<file path="config.mk">
export PLATFORM = sky130hd
export DESIGN_NAME = ppc_port_config
export DESIGN_NICKNAME = d
export VERILOG_FILES = /design/src/common/ppc_pkg.sv /design/src/rtl/ppc_port_config.sv
export VERILOG_INCLUDE_DIRS = /design/src /design/src/common
export SDC_FILE = /design/constraint.sdc
export NUM_CORES = 1
export LEC_CHECK = 0
export ABC_AREA = 1
export BUFFER_PORTS_ARGS = -buffer_cell sky130_fd_sc_hd__buf_4
export CORE_ASPECT_RATIO = 0.6
export CORE_MARGIN = 5
export CORE_UTILIZATION = 45
export CTS_BUF_LIST = sky130_fd_sc_hd__clkbuf_4 sky130_fd_sc_hd__clkbuf_8
export CTS_CLUSTER_DIAMETER = 80
export DETAILED_ROUTE_END_ITERATION = 12
export HOLD_SLACK_MARGIN = 0.05
export PLACE_DENSITY = 0.69
export SYNTH_ARGS = -nofsm -noshare
export SYNTH_HDL_FRONTEND = slang
export SYNTH_SLANG_ARGS = --single-unit
</file>
<file path="constraint.sdc">
create_clock -name core_clk -period 8.4 [get_ports core_clk]
set_clock_uncertainty 0.2 [all_clocks]
set_input_delay 0.84 -clock core_clk [delete_from_list [all_inputs] [get_ports core_clk]]
set_output_delay 0.84 -clock core_clk [all_outputs]
set_load 0.02 [all_outputs]
</file>
<file path="src/common/ppc_defines.svh">
// Register indices, field codes, masks and reset values of the port pin configuration block
`ifndef PPC_DEFINES_SVH
`define PPC_DEFINES_SVH

// ----------------------------------------------------------------
// Register indices (word address on the bus)
// ----------------------------------------------------------------
`define PPC_A_DIR0   20'hFFF20
`define PPC_A_DIR1   20'hFFF21
`define PPC_A_DIR2   20'hFFF22
`define PPC_A_DIR7   20'hFFF27
`define PPC_A_LAT0   20'hFFF00
`define PPC_A_LAT1   20'hFFF01
`define PPC_A_LAT2   20'hFFF02
`define PPC_A_LAT7   20'hFFF07
`define PPC_A_IBS0   20'hF0040
`define PPC_A_IBS1   20'hF0041
`define PPC_A_ODS0   20'hF0050
`define PPC_A_ODS1   20'hF0051
`define PPC_A_DAM0   20'hF0060
`define PPC_A_DAM1   20'hF0061
`define PPC_A_DAM4   20'hF0064
`define PPC_A_DAM5   20'hF0065
`define PPC_A_DAM7   20'hF0067
`define PPC_A_CPS    20'hF0076
`define PPC_A_KIR    20'hF0077

// ----------------------------------------------------------------
// Writable bit masks, fixed bits and reset values
// ----------------------------------------------------------------
`define PPC_M_DIR01  8'h7F
`define PPC_F_DIR01  8'h80
`define PPC_M_FULL   8'hFF
`define PPC_M_PORT0  8'h1F
`define PPC_M_PORT1  8'h3F
`define PPC_M_PORT2  8'h1F
`define PPC_M_PORT7  8'h0F
`define PPC_M_IBS0   8'h1B
`define PPC_M_IBS1   8'h33
`define PPC_M_ODS0   8'h1C
`define PPC_M_ODS1   8'h3F
`define PPC_M_DAM0   8'h0C
`define PPC_M_DAM1   8'h3F
`define PPC_M_DAM4   8'h02
`define PPC_M_DAM5   8'h03
`define PPC_M_DAM7   8'h01
`define PPC_M_CPS    8'h07
`define PPC_M_KIR    8'h03
`define PPC_RST_ONES 8'hFF
`define PPC_RST_ZERO 8'h00

// ----------------------------------------------------------------
// Converter pin analog patterns (channels 4..0)
// ----------------------------------------------------------------
`define PPC_AN_ALL   5'h1F
`define PPC_AN_NONE  5'h00
`define PPC_AN_CH0   5'h01
`define PPC_AN_CH01  5'h03
`define PPC_AN_CH02  5'h07
`define PPC_AN_CH03  5'h0F

`endif

</file>
<file path="src/common/ppc_pkg.sv">
// Types shared by the port pin configuration block
`default_nettype none
`include "ppc_defines.svh"

package ppc_pkg;
   typedef logic [3:0][7:0] ppc_port_type;

   typedef enum logic [2:0] {
      PPC_CPS_ALL_ANALOG = 3'h0,
      PPC_CPS_ALL_DIGITAL = 3'h1,
      PPC_CPS_CH0 = 3'h2,
      PPC_CPS_CH01 = 3'h3,
      PPC_CPS_CH02 = 3'h4,
      PPC_CPS_CH03 = 3'h5
   } ppc_cps_type;

   typedef enum logic [1:0] {
      PPC_KIR_PORT7 = 2'h0,
      PPC_KIR_BAD = 2'h1,
      PPC_KIR_PORT0 = 2'h2,
      PPC_KIR_PORT1 = 2'h3
   } ppc_kir_type;

   localparam int PPC_NREG = 19;
endpackage

`default_nettype wire

</file>
<file path="src/rtl/ppc_port_config.sv">
// Port pin configuration: mode, buffer, redirection registers and pin control
`timescale 1ns/1ps
`default_nettype none
`include "ppc_defines.svh"

// What this block does
// - Three-bit converter code sets which converter pins are analog, five pins here.
// - Two-bit redirect code places key inputs on port 7, port 0/2, or port 1.
// - Unavailable key positions have no key function on any pin.
// - Each input buffer bit selects CMOS (0) or TTL (1) input buffer.
// - Each output drive bit set selects N-channel open-drain instead of push-pull.
// - After reset every pin is input with output high impedance.
// - Open-drain output pin with high data floats; drives only low data.
// - No on-chip pull-up in cross-voltage modes; external pull-up required.
// - TTL input applies to the serial and clocked-serial pins of ports 0 and 1.
// - Two-wire channels use pin pairs on ports 0 and 1 in cross-voltage mode.
module ppc_port_config (
   // Clock and reset
   input  wire logic                 core_clk,
   input  wire logic                 srst,
   // Avalon-MM register slave
   input  wire logic [19:0]          avs_address,
   input  wire logic                 avs_read,
   input  wire logic                 avs_write,
   input  wire logic [31:0]          avs_writedata,
   input  wire logic [3:0]           avs_byteenable,
   output logic      [31:0]          avs_readdata,
   output logic                      avs_waitrequest,
   // Pins of ports 0, 1, 2 and 7 (rows 0..3)
   input  wire ppc_pkg::ppc_port_type pin_in,
   output ppc_pkg::ppc_port_type     pin_out,
   output ppc_pkg::ppc_port_type     pin_oe_n,
   output ppc_pkg::ppc_port_type     pin_ttl_sel,
   output ppc_pkg::ppc_port_type     pin_analog,
   // Redirected key inputs
   output logic      [7:0]           key_input
);
   import ppc_pkg::*;

   // ----------------------------------------------------------------
   // Register table
   // ----------------------------------------------------------------
   localparam logic [19:0] ADDR [PPC_NREG] = '{
      `PPC_A_DIR0, `PPC_A_DIR1, `PPC_A_DIR2, `PPC_A_DIR7,
      `PPC_A_LAT0, `PPC_A_LAT1, `PPC_A_LAT2, `PPC_A_LAT7,
      `PPC_A_IBS0, `PPC_A_IBS1, `PPC_A_ODS0, `PPC_A_ODS1,
      `PPC_A_DAM0, `PPC_A_DAM1, `PPC_A_DAM4, `PPC_A_DAM5, `PPC_A_DAM7,
      `PPC_A_CPS, `PPC_A_KIR};
   localparam logic [7:0] MASK [PPC_NREG] = '{
      `PPC_M_DIR01, `PPC_M_DIR01, `PPC_M_FULL, `PPC_M_FULL,
      `PPC_M_PORT0, `PPC_M_PORT1, `PPC_M_PORT2, `PPC_M_PORT7,
      `PPC_M_IBS0, `PPC_M_IBS1, `PPC_M_ODS0, `PPC_M_ODS1,
      `PPC_M_DAM0, `PPC_M_DAM1, `PPC_M_DAM4, `PPC_M_DAM5, `PPC_M_DAM7,
      `PPC_M_CPS, `PPC_M_KIR};
   localparam logic [7:0] RSTV [PPC_NREG] = '{
      `PPC_RST_ONES, `PPC_RST_ONES, `PPC_RST_ONES, `PPC_RST_ONES,
      `PPC_RST_ZERO, `PPC_RST_ZERO, `PPC_RST_ZERO, `PPC_RST_ZERO,
      `PPC_RST_ZERO, `PPC_RST_ZERO, `PPC_RST_ZERO, `PPC_RST_ZERO,
      `PPC_RST_ONES, `PPC_RST_ONES, `PPC_RST_ONES, `PPC_RST_ONES, `PPC_RST_ONES,
      `PPC_RST_ZERO, `PPC_RST_ZERO};
   localparam int S_DIR = 0;
   localparam int S_LAT = 4;
   localparam int S_IBS = 8;
   localparam int S_ODS = 10;
   localparam int S_DAM0 = 12;
   localparam int S_DAM1 = 13;
   localparam int S_DAM7 = 16;
   localparam int S_CPS = 17;
   localparam int S_KIR = 18;

   logic [7:0]  cfg [PPC_NREG];
   logic        ack;
   logic        hit;
   logic [4:0]  slot;
   logic [7:0]  next_rdata;
   logic [4:0]  conv_analog;
   ppc_port_type din;
   ppc_port_type od;

   // ----------------------------------------------------------------
   // Bus slave: one wait cycle, then the answer
   // ----------------------------------------------------------------
   always_comb begin
      hit = 1'b0;
      slot = 5'h00;
      for (int i = 0; i < PPC_NREG; i++) begin
         if (avs_address == ADDR[i]) begin
            hit = 1'b1;
            slot = 5'(i);
         end
      end
   end

   assign avs_waitrequest = (avs_read | avs_write) & ~ack;

   always_ff @(posedge core_clk) begin
      if (srst) begin
         ack <= 1'b0;
      end else begin
         ack <= (avs_read | avs_write) & ~ack;
      end
   end

   always_comb begin
      next_rdata = 8'h00;
      if (hit) begin
         next_rdata = cfg[slot];
         // Port registers show pin level on input pins, latch on output pins
         for (int p = 0; p < 4; p++) begin
            if (slot == 5'(S_LAT + p)) begin
               next_rdata = ((cfg[S_LAT + p] & ~cfg[S_DIR + p]) |
                             (din[p] & cfg[S_DIR + p])) & MASK[S_LAT + p];
            end
         end
      end
   end

   always_ff @(posedge core_clk) begin
      if (srst) begin
         avs_readdata <= 32'h0000_0000;
      end else if (avs_read & ~ack) begin
         avs_readdata <= {24'h00_0000, next_rdata};
      end
   end

   // Writes land at the answering edge; unwritable bits keep their fixed value
   always_ff @(posedge core_clk) begin
      if (srst) begin
         for (int i = 0; i < PPC_NREG; i++) begin
            cfg[i] <= RSTV[i];
         end
      end else if (avs_write & ack & hit & avs_byteenable[0]) begin
         cfg[slot] <= (avs_writedata[7:0] & MASK[slot]) |
                      (RSTV[slot] & ~MASK[slot]);
      end
   end

   // ----------------------------------------------------------------
   // Converter pin decode
   // ----------------------------------------------------------------
   always_comb begin
      unique case (ppc_cps_type'(cfg[S_CPS][2:0]))
         PPC_CPS_ALL_ANALOG:  conv_analog = `PPC_AN_ALL;
         PPC_CPS_ALL_DIGITAL: conv_analog = `PPC_AN_NONE;
         PPC_CPS_CH0:         conv_analog = `PPC_AN_CH0;
         PPC_CPS_CH01:        conv_analog = `PPC_AN_CH01;
         PPC_CPS_CH02:        conv_analog = `PPC_AN_CH02;
         PPC_CPS_CH03:        conv_analog = `PPC_AN_CH03;
         // Prohibited codes fall back to digital so no pin floats silently
         default:             conv_analog = `PPC_AN_NONE;
      endcase
   end

   // ----------------------------------------------------------------
   // Per-pin control
   // ----------------------------------------------------------------
   for (genvar p = 0; p < 4; p++) begin : g_port
      for (genvar b = 0; b < 8; b++) begin : g_bit
         logic exist;
         logic ana;
         logic drive;
         assign exist = MASK[S_LAT + p][b];
         if (p == 2) begin : g_conv
            if (b < 5) begin : g_pin
               assign ana = conv_analog[b];
            end else begin : g_none
               assign ana = 1'b0;
            end
         end else begin : g_mode
            // Fixed mode bits read back set but must not kill the pin's digital use
            assign ana = (p == 0) ? cfg[S_DAM0][b] & MASK[S_DAM0][b] :
                         (p == 1) ? cfg[S_DAM1][b] & MASK[S_DAM1][b] :
                                    cfg[S_DAM7][b] & MASK[S_DAM7][b];
         end
         // TTL and open-drain selects exist only on ports 0 and 1
         if (p < 2) begin : g_buf
            assign pin_ttl_sel[p][b] = exist & cfg[S_IBS + p][b];
            assign od[p][b] = cfg[S_ODS + p][b];
         end else begin : g_nobuf
            assign pin_ttl_sel[p][b] = 1'b0;
            assign od[p][b] = 1'b0;
         end
         // Open drain never drives high: high data leaves the pin floating
         assign drive = exist & ~cfg[S_DIR + p][b] & ~ana &
                        ~(od[p][b] & cfg[S_LAT + p][b]);
         // No on-chip pull-up: a floating line relies on the far side's resistor
         assign pin_oe_n[p][b] = ~drive;
         assign pin_out[p][b] = cfg[S_LAT + p][b] & ~od[p][b];
         assign pin_analog[p][b] = exist & ana;
         assign din[p][b] = exist & ~ana & pin_in[p][b];
      end
   end

   // ----------------------------------------------------------------
   // Key input redirection
   // ----------------------------------------------------------------
   always_comb begin
      unique case (ppc_kir_type'(cfg[S_KIR][1:0]))
         PPC_KIR_PORT7: key_input = {4'h0, din[3][3:0]};
         PPC_KIR_PORT0: key_input = {din[2][4:2], din[0][4:0]};
         PPC_KIR_PORT1: key_input = {2'h0, din[1][5:0]};
         PPC_KIR_BAD:   key_input = 8'h00;
      endcase
   end
endmodule

`default_nettype wire

</file>
==> results.md <==
* Period utilization at 59.3%
* Die Span X at approximately 210 um
* Setup Viol. Count Final at 0
* Post-DP HPWL at 27.4 mm
* Lkg Pwr at slightly below 5 nW
* Delay of the slowest cell on the worst path at 1.05 ns
* Fin. max-slew vios at 0
* Top cell type's share of synthesized area at 43.0%
* Htree depth at 4
* Initial Utilization at 45.9%
* Max_slew headroom at under 10%
* Warnings from Yosys at 0
* Max frequency at 201 MHz
* Routed WL per cell at 21.0 um
* Iter 0 DRT Violations at 1395
* Reg2Reg Setup Slack at 5.53 ns
* Vias per cell at 5.43
* Ratio of cells with drive above 1 in the final layout at ~20%
* Synth Area in Simple Gates at 26.9%
* Critical Path Fanout Max at 14
* Maxcap violations at 0
* Fin. Hold Viols at 0
* Clock tree buffer depth at 2
* Placer Congestion at 0.983
* Post-CTS resize count at 0
* 1st-pass router iterations at 6
* Synth Instances at 1284
* Max VDD drop at about 110 uV
* Final min period at about 5.0 ns
* Ant diodes at 0
* Synth Flop Type: edfxtp_1
* Share of async-settable or async-resettable flops after synthesis at 0%
* First-pass GRT wire length at around 53 mm
* R2R cell count at 6
* Worst Path Required at 8.31 ns
* Initial antenna violation count at 0
* Setup bufs post-CTS at 0
* Worst Hold Endpoint: cfg[18][7]
* Crit path cell chain: buf_4 -> nor2_1 -> nand2_1 -> nor2_2 -> nand3_2 -> nand3_2 -> nor2_2 -> nand4_2 -> nand4_4 -> nor2_8 -> nand2_1 -> nor2_1 -> inv_2 -> o21ai_0
* Hold Crit Class: flop to flop
* Fillers at 2235
* WP data arrival at 4.89 ns
* Worst Hold Launch: cfg[18][7]
* Die area at 26900 um2
* Synth area leader: edfxtp_1
* Post-synth EDFFs at 152
* Total power draw at 1.68 mW
* Core Box Area at roughly 23000 um2
* Largest net degree at the start of global routing at 35
* Pwr Density at 142 nW/um2
* Pin slew with the least headroom to its limit at 1.34 ns
* Clk slew on worst S/H paths at roughly 0.1 ns
* Startpoint Class: input pin
* Status: finished clean
* Aggregate routed wire length at 36.3 mm
* Area of placed instances at 11500 um2
* Total negative setup slack at 0 ns
* WHS at 0.255 ns
* Global route total overflow at 0
* Routed Antenna Nets at 0
* Design Area, Final at about 12000 um2
* Synth Area in Adders at 0.354%
* Worst-Skew Late Latency at 0.49 ns
* CTS Buf Count at 17
* GRT Total Usage at 26.3%
* RSZ-0062 raised after global routing: no
* XOR/XNOR Fraction of Synth Area at 0%
* Mapped Area at 10600 um2
* Sequential share of the synthesized area at 46.2%
* Synth Area in Compound Gates at 10.8%
* Clock root cell: clkbuf_8
* CTS tree: yes
* Critical Path End Type: flop
* Die height at 129 um
* DRC Markers at 0
* Average size of a mapped cell at 8.27 um2
* Top post-synthesis cells by area: edfxtp_1, nand2_1, buf_4
* IO Count at 261
* Mux share of post-synthesis cell area at 0%
* Final nets at 1493
* Critical-path top delay cell: o21ai_0
* Port buffer count at 146
* Total number of vias at 9374
* P&R area growth vs syn at 11.3%
* Worst reg2reg path startpoint: ack
* Buf/Inv on CP at 2
* Cts hold-fix bufs at 0
* Num rows at 43
* Crit path kind: input pin to flop
* Largest family of logic cells by synthesized area: simple AND/OR/NAND/NOR gates
* Flops & latches, synth at between 150 and 200
* Worst hold path cell count at 2
* Vias in the first global route at approximately 8400
* CTS sink cnt at approximately 170
* R2r endpoint: cfg[15][0]
* CP delay by family, top: simple AND/OR/NAND/NOR gates
* Post-synthesis cell type count at between 50 and 60
Yosys cell counts, types with 23 or more instances:
library cell and number:
a21oi_1 26, o21ai_1 24, inv_2 39, buf_4 108, nor2_1 177, o22ai_1 23, nand2_1 266, inv_1 132
o21ai_0 47, nand3_1 58, edfxtp_1 152, nand4_1 28
worst reg2reg max path: stages (launching register included):
cell and delay, ns:
dfxtp_1 0.43, nand4_4 0.17, nor2_8 0.24, nand2_1 0.14, nor2_1 0.15, inv_2 0.13
o21ai_0 1.05
where the power goes:
| group | leakage (nW) | total, mW | internal (mW) | switching, mW |
|---|---|---|---|---|
| Combinational | 3.15 | 0.161 | 0.0449 | 0.116 |
| Clock | 0.172 | 0.566 | 0.237 | 0.328 |
| Sequential | 1.52 | 0.956 | 0.939 | 0.0165 |
| Total | 4.84 | 1.68 | 1.22 | 0.461 |
placed cells by master (no fill, tap or decap), types with 4 or more instances in the layout:
| cell type | n |
|---|---|
| a21oi_1 | 26 |
| a31oi_1 | 6 |
| buf_4 | 150 |
| clkbuf_8 | 17 |
| clkinv_1 | 5 |
| clkinvlp_4 | 4 |
| conb_1 | 90 |
| dfxtp_1 | 17 |
| edfxtp_1 | 152 |
| inv_1 | 132 |
| inv_2 | 39 |
| inv_6 | 4 |
| nand2_1 | 266 |
| nand2_2 | 11 |
| nand3_1 | 58 |
| nand3b_1 | 6 |
| nand4_1 | 28 |
| nor2_1 | 177 |
| nor2_2 | 11 |
| nor2_4 | 16 |
| nor3_1 | 9 |
| nor4_1 | 9 |
| o211ai_1 | 20 |
| o211ai_2 | 4 |
| o21ai_0 | 47 |
| o21ai_1 | 24 |
| o221ai_1 | 8 |
| o22ai_1 | 23 |
registers in the layout, indices dropped and copies added, names as in the netlist:
name          count
ack               1
avs_readdata      8
cfg             160
metrics by stage:
| step | setup WS (ns) | instances | util (%) |
|---|---|---|---|
| 2_1_floorplan | 4.66 | 1372 | - |
| 3_3_place_gp | 3.11 | 1694 | 49.5 |
| 3_5_place_dp | 3.04 | 1694 | 49.5 |
| 4_1_cts | 3.56 | 1726 | 51.1 |
| 5_1_grt | 3.18 | 1726 | 51.1 |
| 6_report | 3.42 | 1726 | 51.1 |
routing by layer:
metal | vias up | wire length (um) | track usage (%)
met2 | 599 | 15100 | 36.9
met5 | - | 0 | 0
met3 | 49 | 4760 | 8.48
li1 | 4314 | - | -
met4 | 0 | 589 | 6.56
met1 | 4412 | 15900 | 39.2
cell type report:
class | instances | area (um2) | share of cell area [%]
repair buffers | 150 | 1130 | 9.53
flip-flops and latches | 169 | 4900 | 41.5
clock buffers | 18 | 241 | 2.04
multi-input cells | 887 | 4380 | 37.1
clock inverters | 14 | 120 | 1.02
well taps | 315 | 394 | 3.34
inverters | 173 | 649 | 5.50
logic make-up after synthesis:
family                   Yosys count
other                              2
adder cells (fa/ha/maj)            3
AND/OR/NAND/NOR                  613
flip-flops                       169
AO/OA/AOI/OAI                    181
buffers and inverters            316
how the worst max path moves through the flow:
stage / from / endpoint / slack, ns / cells past startpoint
6_report: avs_address[14] / cfg[15][0] / 3.42 / 14
5_1_grt: avs_address[8] / cfg[13][6] / 3.18 / 14
4_1_cts: avs_address[14] / cfg[15][1] / 3.56 / 14
3_5_place_dp: avs_address[14] / cfg[15][7] / 3.04 / 14
3_3_place_gp: avs_address[12] / cfg[13][5] / 3.11 / 14
2_1_floorplan: avs_address[14] / cfg[12][0] / 4.66 / 17
No activity file was read; power rests on OpenSTA's default activity.
